[src/pkg/ersc_pkg.sv]
`default_nettype none
package ersc_pkg;

   // ---------------------------------------------------------------
   // Register map and widths
   // ---------------------------------------------------------------
   localparam int ADDR_W = 8;
   localparam int DATA_W = 16;
   localparam logic [7:0] OFF_EE_CTRL  = 8'h00;
   localparam logic [7:0] OFF_RX_CFG   = 8'h04;
   localparam logic [7:0] OFF_TX_CFG   = 8'h08;
   localparam logic [7:0] OFF_LINK_CFG = 8'h0C;
   localparam logic [7:0] OFF_STATUS   = 8'h10;
   localparam logic [7:0] OFF_SRESET   = 8'h14;

   // ---------------------------------------------------------------
   // Field positions
   // ---------------------------------------------------------------
   localparam int EE_DATA_BIT    = 0;
   localparam int EE_SK_BIT      = 1;
   localparam int EE_CS_BIT      = 2;
   localparam int EE_PRESENT_BIT = 3;
   localparam int CFG_POL_BIT    = 0;
   localparam int CFG_SRC_LSB    = 1;

   // Network status inputs, selectable by each indicator.
   localparam int NS_RX_ACT  = 0;
   localparam int NS_TX_ACT  = 1;
   localparam int NS_LINK_OK = 2;
   localparam int NS_COLL    = 3;

   // ---------------------------------------------------------------
   // Reset values and NAND tree width
   // ---------------------------------------------------------------
   localparam logic [2:0] RX_CFG_RST   = 3'h0;
   localparam logic [2:0] TX_CFG_RST   = 3'h2;
   localparam logic [2:0] LINK_CFG_RST = 3'h4;
   localparam logic [2:0] EE_CTRL_RST  = 3'h0;
   localparam int NAND_W = 50;

   typedef enum logic [3:0] {
      ST_IDLE  = 4'h1,
      ST_REQ   = 4'h2,
      ST_DRAIN = 4'h4,
      ST_SLEEP = 4'h8
   } ersc_state_t;

   typedef struct packed {
      logic              wr;
      logic              rd;
      logic [ADDR_W-1:0] addr;
      logic [DATA_W-1:0] wdata;
   } ersc_reg_req_t;

   typedef struct packed {
      logic [1:0] src;
      logic       pol;
   } ersc_ind_cfg_t;

endpackage : ersc_pkg
`default_nettype wire

[src/logic/ersc_ctrl.sv]
// Behaviour
// RQ1: Bus request, once raised, stays until grant despite sleep, stop or soft reset.
// RQ2: Reset low puts block in hard reset with all outputs disabled.
// RQ3: System holds reset low for at least 30 host clocks.
// RQ4: Reset accepted asynchronously; release is synchronised before use.
// RQ5: During reset all bus pins are inputs; NAND tree drives activity output.
// RQ6: At reset release the serial clock pin sets the EEPROM-present flag.
// RQ7: Receive indicator defaults active low on receive activity; programmable.
// RQ8: Transmit indicator defaults active low on transmit activity; programmable.
// RQ9: Link indicator defaults active low on link up; programmable.
// RQ10: Sleep low triggers soft reset sparing config, then power saving.
// RQ11: Host bus interface and configuration stay intact during sleep.
// RQ12: Every register access while sleeping answers with target abort.
// RQ13: Sleeping: no bus request, outputs in soft-reset state, inputs ignored.
// RQ14: Sleep during pending request waits for grant, drops request, sleeps.
// RQ15: System waits half a second after wake before network use.
// RQ16: System supplies host and crystal clocks for sleep to act.
// RQ17: System asserts sleep no sooner than three clocks after reset.
// RQ18: Sleep has no effect on the storage-bus section.
// RQ19: Network bit rate is half the crystal frequency.
// RQ20: External crystal source keeps toggling 30 cycles after sleep entry.
// RQ21: Auto EEPROM read drives serial clock; otherwise host bit 1 does.
// RQ22: Present flag held until next hard reset; reset release synchronised.
`timescale 1ns/1ps
`default_nettype none
module ersc_ctrl #(
   parameter int NAND_W = ersc_pkg::NAND_W
) (
   // Clock and reset
   input  wire logic                   mclk,
   input  wire logic                   rst_n,
   // Register port
   input  wire ersc_pkg::ersc_reg_req_t reg_req,
   output logic [ersc_pkg::DATA_W-1:0] reg_rdata,
   output logic                        io_target_abort,
   // Host bus arbitration
   input  wire logic                   want_bus,
   input  wire logic                   eth_bus_grant_n,
   input  wire logic                   eth_bus_request_n_i,
   output logic                        eth_bus_request_n_o,
   output logic                        eth_bus_request_oe,
   // Sleep and power
   input  wire logic                   sleep_n,
   output logic                        power_save,
   output logic                        soft_reset,
   // NAND tree and activity monitor
   input  wire logic [NAND_W-1:0]      nand_pins_i,
   input  wire logic                   scsi_busy_n,
   output logic                        bus_activity_n,
   // Network status and crystal
   input  wire logic [3:0]             net_status,
   input  wire logic                   crystal_input,
   output logic                        bit_rate_tick,
   // EEPROM read engine
   input  wire logic                   auto_read_busy,
   input  wire logic                   auto_sk,
   input  wire logic                   auto_cs,
   input  wire logic                   auto_di,
   output logic                        eeprom_chip_select,
   output logic                        eeprom_present_flag,
   // Shared pins
   input  wire logic                   eeprom_serial_clock_i,
   output logic                        eeprom_serial_clock_o,
   output logic                        eeprom_serial_clock_oe,
   input  wire logic                   eeprom_data_out_line_i,
   output logic                        eeprom_data_out_line_o,
   output logic                        eeprom_data_out_line_oe,
   output logic                        eeprom_data_in_line_o,
   output logic                        eeprom_data_in_line_oe
);

   // ---------------------------------------------------------------
   // Reset synchronisation
   // ---------------------------------------------------------------
   logic rst_s1_r;
   logic rst_s2_r;
   logic hrst_d_r;
   wire  hreset     = ~rst_s2_r;
   wire  hold       = ~rst_n | hreset;
   wire  release_ev = hrst_d_r & ~hreset;

   // A raw release could land mid-edge; the core only sees it two
   // clocks later, so its state leaves reset cleanly.
   always_ff @(posedge mclk) begin
      if (!rst_n) begin
         rst_s1_r <= 1'b0;
         rst_s2_r <= 1'b0; // RQ4
      end else begin
         rst_s1_r <= 1'b1;
         rst_s2_r <= rst_s1_r; // RQ22
      end
      hrst_d_r <= hold;
   end

   // ---------------------------------------------------------------
   // Registers
   // ---------------------------------------------------------------
   ersc_pkg::ersc_state_t state_r;
   ersc_pkg::ersc_state_t state_nxt;
   ersc_pkg::ersc_ind_cfg_t rx_cfg_r;
   ersc_pkg::ersc_ind_cfg_t tx_cfg_r;
   ersc_pkg::ersc_ind_cfg_t link_cfg_r;
   logic [2:0] ee_ctrl_r;
   logic       present_r;
   logic [ersc_pkg::DATA_W-1:0] rdata_r;
   logic [ersc_pkg::DATA_W-1:0] rdata_nxt;
   logic       sreset_r;
   logic       busy_r;
   logic       sk_r;
   logic       di_r;
   logic       do_r;
   logic       cs_r;
   logic       xtal_q_r;
   logic       half_r;
   logic       tick_r;

   wire sleep_req = ~sleep_n;
   wire sleeping  = (state_r == ersc_pkg::ST_SLEEP);
   wire grant     = ~eth_bus_grant_n;
   wire requesting = (state_r == ersc_pkg::ST_REQ) |
                     (state_r == ersc_pkg::ST_DRAIN);
   wire acc       = reg_req.wr | reg_req.rd;
   wire wr_ok     = reg_req.wr & ~sleeping; // RQ12
   wire rd_ok     = reg_req.rd & ~sleeping;
   wire sel_ee    = reg_req.addr == ersc_pkg::OFF_EE_CTRL;
   wire sel_rx    = reg_req.addr == ersc_pkg::OFF_RX_CFG;
   wire sel_tx    = reg_req.addr == ersc_pkg::OFF_TX_CFG;
   wire sel_link  = reg_req.addr == ersc_pkg::OFF_LINK_CFG;
   wire sel_stat  = reg_req.addr == ersc_pkg::OFF_STATUS;
   wire sel_srst  = reg_req.addr == ersc_pkg::OFF_SRESET;
   wire srst_port = (wr_ok | rd_ok) & sel_srst;
   wire enter_sleep = (state_nxt == ersc_pkg::ST_SLEEP) & ~sleeping;

   // Network status and EEPROM inputs are ignored while asleep.
   wire [3:0] ns   = sleeping ? 4'h0 : net_status; // RQ13
   wire auto_rd    = auto_read_busy & ~sleeping;
   wire ee_access  = (auto_rd | ee_ctrl_r[ersc_pkg::EE_CS_BIT]) &
                     ~sleeping; // RQ13

   // ---------------------------------------------------------------
   // Bus request and sleep sequencing
   // ---------------------------------------------------------------
   always_comb begin
      state_nxt = state_r;
      case (state_r)
         ersc_pkg::ST_IDLE: begin
            if (sleep_req) begin
               state_nxt = ersc_pkg::ST_SLEEP; // RQ10
            end else if (want_bus) begin
               state_nxt = ersc_pkg::ST_REQ;
            end
         end
         ersc_pkg::ST_REQ: begin
            // Stop and soft-reset accesses do not touch this state.
            if (grant) begin
               state_nxt = sleep_req ? ersc_pkg::ST_SLEEP
                                     : ersc_pkg::ST_IDLE; // RQ1
            end else if (sleep_req) begin
               state_nxt = ersc_pkg::ST_DRAIN; // RQ14
            end
         end
         ersc_pkg::ST_DRAIN: begin
            if (grant) begin
               state_nxt = ersc_pkg::ST_SLEEP; // RQ14
            end
         end
         ersc_pkg::ST_SLEEP: begin
            if (!sleep_req) begin
               state_nxt = ersc_pkg::ST_IDLE;
            end
         end
         default: state_nxt = ersc_pkg::ST_IDLE;
      endcase
   end

   // ---------------------------------------------------------------
   // Read data
   // ---------------------------------------------------------------
   wire [ersc_pkg::DATA_W-1:0] ee_word = {12'h000, present_r,
      ee_ctrl_r[2:1], eeprom_data_out_line_i};
   wire [ersc_pkg::DATA_W-1:0] stat_word = {11'h000, sleeping,
      state_r};
   assign rdata_nxt = !rd_ok  ? 16'h0000 :
                      sel_ee   ? ee_word :
                      sel_rx   ? {13'h0000, rx_cfg_r} :
                      sel_tx   ? {13'h0000, tx_cfg_r} :
                      sel_link ? {13'h0000, link_cfg_r} :
                      sel_stat ? stat_word : 16'h0000;

   // ---------------------------------------------------------------
   // Indicators and shared pins
   // ---------------------------------------------------------------
   function automatic logic ind_pin(input ersc_pkg::ersc_ind_cfg_t c,
                                    input logic [3:0] s,
                                    input logic off);
      logic act;
      act = off ? 1'b0 : s[c.src];
      ind_pin = c.pol ? act : ~act;
   endfunction : ind_pin

   function automatic logic nand_chain(input logic [NAND_W-1:0] p);
      logic r;
      r = p[0];
      for (int i = 1; i < NAND_W; i++) begin
         r = ~(r & p[i]);
      end
      nand_chain = r;
   endfunction : nand_chain

   wire rx_led   = ind_pin(rx_cfg_r, ns, sleeping); // RQ7
   wire tx_led   = ind_pin(tx_cfg_r, ns, sleeping); // RQ8
   wire link_led = ind_pin(link_cfg_r, ns, sleeping); // RQ9
   wire sk_src   = auto_rd ? auto_sk
                           : ee_ctrl_r[ersc_pkg::EE_SK_BIT]; // RQ21
   wire di_src   = auto_rd ? auto_di : ee_ctrl_r[ersc_pkg::EE_DATA_BIT];
   wire sk_nxt   = ee_access ? sk_src : rx_led;
   wire di_nxt   = ee_access ? di_src : link_led;
   wire cs_nxt   = ee_access &
                   (auto_rd ? auto_cs : ee_ctrl_r[ersc_pkg::EE_CS_BIT]);
   wire xtal_rise = crystal_input & ~xtal_q_r;

   always_ff @(posedge mclk) begin
      if (hold) begin
         state_r <= ersc_pkg::ST_IDLE;
         ee_ctrl_r <= ersc_pkg::EE_CTRL_RST;
         rx_cfg_r <= ersc_pkg::RX_CFG_RST;
         tx_cfg_r <= ersc_pkg::TX_CFG_RST;
         link_cfg_r <= ersc_pkg::LINK_CFG_RST;
         rdata_r <= 16'h0000;
         sreset_r <= 1'b0;
         sk_r <= 1'b0;
         di_r <= 1'b0;
         do_r <= 1'b1;
         cs_r <= 1'b0;
         half_r <= 1'b0;
         tick_r <= 1'b0;
      end else begin
         state_r <= state_nxt;
         rdata_r <= rdata_nxt;
         sreset_r <= enter_sleep | srst_port; // RQ10
         // Sleep keeps every configuration word; only the pins go quiet.
         if (wr_ok && sel_ee) begin
            ee_ctrl_r <= reg_req.wdata[2:0]; // RQ11
         end
         if (wr_ok && sel_rx) begin
            rx_cfg_r <= reg_req.wdata[2:0];
         end
         if (wr_ok && sel_tx) begin
            tx_cfg_r <= reg_req.wdata[2:0];
         end
         if (wr_ok && sel_link) begin
            link_cfg_r <= reg_req.wdata[2:0];
         end
         sk_r <= sk_nxt;
         di_r <= di_nxt;
         do_r <= tx_led;
         cs_r <= cs_nxt;
         if (xtal_rise) begin
            half_r <= ~half_r;
         end
         tick_r <= xtal_rise & half_r; // RQ19
      end
      xtal_q_r <= crystal_input;
      // The request pin is the last input of the tree.
      busy_r <= hold ? ~(nand_chain(nand_pins_i) & eth_bus_request_n_i)
                     : scsi_busy_n; // RQ5
      // The pin is read while still released, so the last sample before
      // the core wakes is the level that the pull resistor sets.
      if (hold) begin
         present_r <= eeprom_serial_clock_i; // RQ6
      end
   end

   // ---------------------------------------------------------------
   // Outputs
   // ---------------------------------------------------------------
   assign reg_rdata = rdata_r;
   assign io_target_abort = sleeping & acc; // RQ12
   assign eth_bus_request_n_o = ~requesting;
   assign eth_bus_request_oe = ~hold; // RQ5
   assign power_save = sleeping;
   assign soft_reset = sreset_r;
   assign bus_activity_n = busy_r; // RQ18
   assign bit_rate_tick = tick_r;
   assign eeprom_chip_select = cs_r & ~hold; // RQ2
   assign eeprom_present_flag = present_r;
   assign eeprom_serial_clock_o = sk_r;
   assign eeprom_serial_clock_oe = ~hold; // RQ2
   assign eeprom_data_in_line_o = di_r;
   assign eeprom_data_in_line_oe = ~hold;
   assign eeprom_data_out_line_o = do_r;
   assign eeprom_data_out_line_oe = ~hold & ~ee_access;
endmodule : ersc_ctrl
`default_nettype wire

[config.mk]
export PLATFORM = sky130hd
export DESIGN_NAME = ersc_ctrl
export DESIGN_NICKNAME = d
export VERILOG_FILES = /design/src/pkg/ersc_pkg.sv /design/src/logic/ersc_ctrl.sv
export SDC_FILE = /design/constraint.sdc
export NUM_CORES = 1
export LEC_CHECK = 0
export ABC_AREA = 1
export BUFFER_PORTS_ARGS = -buffer_cell sky130_fd_sc_hd__buf_2
export CAP_MARGIN = 20
export CORE_MARGIN = 1
export CORE_UTILIZATION = 40
export DETAILED_ROUTE_END_ITERATION = 10
export GPL_TIMING_DRIVEN = 0
export MAX_ROUTING_LAYER = met4
export PLACE_DENSITY = 0.78
export RECOVER_POWER = 25
export SLEW_MARGIN = 5
export SYNTH_ARGS = -nofsm -noshare
export SYNTH_HDL_FRONTEND = slang
export SYNTH_SLANG_ARGS = --single-unit
[constraint.sdc]
create_clock -name mclk -period 3.2 [get_ports mclk]
set_input_delay 0.32 -clock mclk [delete_from_list [all_inputs] [get_ports mclk]]
set_output_delay 0.32 -clock mclk [all_outputs]
set_load 0.1 [all_outputs]
Word level (Yosys, flattened, before mapping)
Cells that the tools add are included.
- word-level logic and storage cells: 208
- input bits: 94
- register bits: 44
- output and inout bits: 31
- magnitude comparators: 3
- bitwise operators: 131
- mux-type cells: 33
- reduce and logical (&&, ||, !) cells: 8
- equality and inequality tests: 10
- operator list (kind ; number):
    $not A1 Y1 ; 63
    $and A1 B1 Y1 ; 62
    $mux W4 ; 13
    $eq A8 B4 Y1 const B ; 2
    $eq A8 B5 Y1 const B ; 2
    $mux W1 ; 16
    $pmux W4 S4 ; 1
    $lt A2 B3 Y1 const B ; 3
    $eq A4 B4 Y1 const B ; 2
    $eq A8 B3 Y1 const B ; 1
    $logic_not A8 Y1 ; 1
    $reduce_or A7 Y1 ; 1
    $bmux W1 S2 ; 3
    $or A1 B1 Y1 ; 6
    $reduce_or A6 Y1 ; 1
    $eq A4 B1 Y1 const B ; 1
    $eq A4 B2 Y1 const B ; 1
    $eq A4 B3 Y1 const B ; 1
    $logic_and A1 B1 Y1 ; 4
    $reduce_or A2 Y1 ; 1

Logic depth before layout (Yosys ltp)
- depth in word-level cells: 101
- depth in mapped cells: 50
- gate-level depth less buffers: 50

Worst setup path after synthesis
No wires, ideal clock.
- path type: register to output
- start point: reg state_r[1]
- end point: out io_target_abort
- data arrival time: 5.245 ns
- slack: -2.365 ns
- data required time: 2.880 ns
- buffers on the path: 0
- cell stages (with the launch flop): 6
- cells stage by stage: dfxtp_1 nor2_1 inv_1 nor3_1 clkinv_1 a21oi_1
- word-level cells in the longest chain between the ends: 2
- RTL lines (what ; RTL line ; RTL):
    from (decl) ; ersc_ctrl.sv:98 ; ersc_pkg::ersc_state_t state_r;
    from (signal assigned) ; ersc_ctrl.sv:224 ; state_r <= ersc_pkg::ST_IDLE;
    from (signal assigned) ; ersc_ctrl.sv:238 ; state_r <= state_nxt;
    $eq A4 B4 Y1 ; ersc_ctrl.sv:118 ; wire sleeping = (state_r == ersc_pkg::ST_SLEEP);
    net power_save ; ersc_ctrl.sv:44 ; output logic power_save,
    $and A1 B1 Y1 ; ersc_ctrl.sv:278 ; assign io_target_abort = sleeping & acc;
    to (decl) ; ersc_ctrl.sv:35 ; output logic io_target_abort,
The timed path passes the listed nets, and every way through them passes these cells.

Worst setup path in the final report
- start point: reg state_r[3]
- end point: out eeprom_data_out_line_oe
- word-level cells in the longest chain between the ends: 7
- RTL lines (what ; RTL line ; RTL):
    $eq A4 B4 Y1 * ; ersc_ctrl.sv:118 ;
    $not A1 Y1 * ; ersc_ctrl.sv:136, ersc_ctrl.sv:138 ;
    $and A1 B1 Y1 ; ersc_ctrl.sv:136 ; wire auto_rd = auto_read_busy & ~sleeping;
    $or A1 B1 Y1 ; ersc_ctrl.sv:137 ; wire ee_access = (auto_rd | ee_ctrl_r[ersc_pkg::EE_CS_BIT]) &
    $and A1 B1 Y1 * ; ersc_ctrl.sv:137 ;
    $not A1 Y1 * ; ersc_ctrl.sv:292 ; assign eeprom_data_out_line_oe = ~hold & ~ee_access;
    $and A1 B1 Y1 * ; ersc_ctrl.sv:292 ;
    to (decl) ; ersc_ctrl.sv:67 ; output logic eeprom_data_out_line_oe,
Every way passes the cells marked *; elsewhere a longest branch is shown, timed or not.

==> summary.txt <==
Synth
  • Ys Warns: 0
  • Async SR Flop Fraction: 0%
  • Seq/Total Area, Yosys: 37.6%
  • Synth top area share: 35.9%
  • Post-synth top cells: 73 x nand2_1, 45 x inv_1, 32 x dfxtp_1, 32 x nor2_1, 19 x o21ai_0
  • Count of different cell masters after synthesis: 25
  • Syn_area_per_cell: between 6 and 7 µm²
  • Mapped cell area: 1780 µm²
  • EDFF count, synth: 1
  • Area leader, netlist: dfxtp_1
  • Post-Syn Instances: between 200 and 300
  • Synthesis-stage register bit count: 33
  • Top cells by area, synth: dfxtp_1 36%, nand2_1 15%, inv_1 9.5%
  • Primary FF master, synth: dfxtp_1
  • Most frequent cell after synthesis: nand2_1

Placement
  • Post-DP Area: 2410 µm²
  • Placer Congestion: 0.849
  • Pre-CTS WS: 318 ps
  • Final HPWL DP: 3.91 mm
  • Port Buf Inserts: 100
  • Post-Place Cells: 438

Finish
  • Area Growth Syn to Fin: 38.8%
  • Fin area: 2480 µm²
  • Layout cells sized above 1: between 20 and 30%
  • Final net count: 489
  • Finished Layout Cells: 446
  • Antenna Cells: 0

Critical path
  • Most used cell, CP: inv_1
  • Crit start category: register
  • Crit path max fanout: 9
  • Worst Setup End Kind: primary output
  • CP max stage delay: ~450 ps
  • Family with the most delay on the worst path: buffers and inverters
  • CP Class: reg2out
  • WP data required: approximately 2900 ps
  • Slowest cell on the critical path: buf_2
  • Crit path buffers/inverters: 4
  • Crit-path cells: inv_1 -> nor3_4 -> clkinv_1 -> o21ai_0 -> inv_1 -> nor2_2 -> buf_2
  • Crit path DAT: around 2300 ps

Pwr
  • Int Power: 0.646 mW
  • Final Total Pwr: ~0.96 mW
  • Leak: approximately 1.3 nW
  • Seq pwr share: 44.4%
  • Clock power share: 31.1%
  • Worst vdd ir: around 0.25 mV
  • Pwr/cell area: 386 nW/µm²
  • Combinational power share: between 20% and 30%
  • Psw: 0.309 mW
  • Switching part of the total: around a third

Die
  • Core Region: 4140 µm²
  • Initial Util: 43.1%
  • Num rows: 23
  • Die H: 68.8 µm
  • Die width: 68.8 µm
  • Die area: 4730 µm²
  • Top Ports: 125

STA
  • Clk_skew: 7.08 ps
  • Post-route minimum period: ~2600 ps
  • Slew of the pin with the lowest slew margin: roughly 1200 ps
  • Final Hold Violating Endpoints: 0
  • Peak Freq: slightly below 400 MHz
  • RSZ-0062 raised after global routing: no
  • Setup WS post-layout: 628 ps
  • Final Cycle Share: 80.4%
  • Slew headroom: between 20 and 25%
  • Final setup fails: 0
  • Fin. max-slew vios: 0
  • Fin Setup TNS: 0 ps

Clock tree
  • CTS tree: built
  • Root Driver: clkbuf_8
  • H-tree Lvls: 2
  • CTS clk-pin slew, worst paths: around 60 ps
  • Hold_buf cts: 0
  • CTS max path bufs: 2
  • Clock sink count: 33
  • Clk_lat worst skew: 290 ps
  • TritonCTS Buffers: 5
  • Post-CTS Setup Inserts: 0
  • Post_cts resized: 0

Drt
  • ANT nets after route: 0
  • DR DRC count: 0
  • 1st-pass router iterations: 4
  • Vias post-DR: 2066
  • DR WL/cell: 10.6 µm
  • Iter 0 DRT Violations: 95
  • Routed wire length: 4.74 mm
  • Vias per cell: 4.63

Global route
  • First-pass GRT wire length: between 7 and 8 mm
  • Largest net degree at the start of global routing: 13
  • Antenna violations before repair: 0
  • Vias in the first global route: 1879
  • Total GRT Usage: 22.0%
  • GRT overflow: 0

Run status
  • Outcome: finished, final reports clean

Run
  • Maxcap violations: 0

Hold path
  • Hold Crit Class: in2reg
-- per-stage QoR --
| stage | hold slack, ps | utilization (%) |
|---|---|---|
| after CTS | 155 | 60.0 |
| final | 184 | 59.8 |
| after floorplan | 348 | - |
| after global placement | 399 | 58.1 |
| after global routing | 185 | 59.8 |
| after detailed placement | 431 | 58.1 |
-- power by group through the flow --
stage | clock network, mW | registers (mW) | logic [mW]
2_1_floorplan | 0 | 0.464 | 0.136
3_3_place_gp | 0 | 0.433 | 0.232
3_5_place_dp | 0 | 0.433 | 0.235
4_1_cts | 0.307 | 0.424 | 0.235
5_1_grt | 0.321 | 0.425 | 0.254
6_report | 0.297 | 0.424 | 0.234
-- flip-flops by register name, summed over array words and instances (netlist names), 3 cells and up --
signal,flops
tx_cfg_r,3
reg_rdata,5
rx_cfg_r,3
ee_ctrl_r,3
link_cfg_r,3
state_r,4
-- cells in the final DEF, fill, tap and decap left out, types with 2 or more instances in the layout --
cell and n:
buf_2 92, a31oi_1 2, buf_4 13, a211oi_1 2, dfxtp_1 32, nor4_1 3
a21oi_1 14, a21oi_2 2, nand2_1 73, nand3_1 10, o21ai_0 19, nor2_1 31
clkbuf_1 13, o211ai_1 6, clkbuf_8 5, conb_1 12, inv_1 45, nor3_1 7
o22ai_1 5
-- worst paths after layout --
check / start / slack (ps) / cells after the start / to
max reg2reg: state_r[3] / 1280 / 9 / eeprom_data_in_line_o
min reg2reg: rst_s1_r / 440 / 2 / rst_s2_r
min: rst_n / 180 / 1 / rst_s1_r
max: state_r[3] / 630 / 7 / eeprom_data_out_line_oe
-- cells by family (layout without fill, tap and decap cells) --
kind of cell / count (synthesis) / after routing / synth area share [%]
AND/OR/NAND/NOR: 127 / 127 / 28.5
AO/OA/AOI/OAI: 55 / 55 / 18.1
flip-flops: 33 / 33 / 37.6
other: 1 / 12 / 0.210
buffers and inverters: 61 / 169 / 15.6
-- per-layer routing --
metal / vias to the layer above / GRT usage, % / share of wire [%]
met4: 0 / 6.89 / 1.6
met1: 896 / 22.8 / 42
met2: 61 / 40.3 / 51
met5: - / - / 0
li1: 1102 / - / -
met3: 7 / 5.76 / 6.1
-- cell type report --
cell class | instances | area, µm²
plain buffers | 15 | 105
fillers | 432 | 1670
multi-input cells | 194 | 895
clock buffers | 8 | 80.1
flip-flops and latches | 33 | 671
repair buffers | 100 | 490
inverters | 46 | 173
well taps | 50 | 62.6
Power figures use the tool's default switching activity.
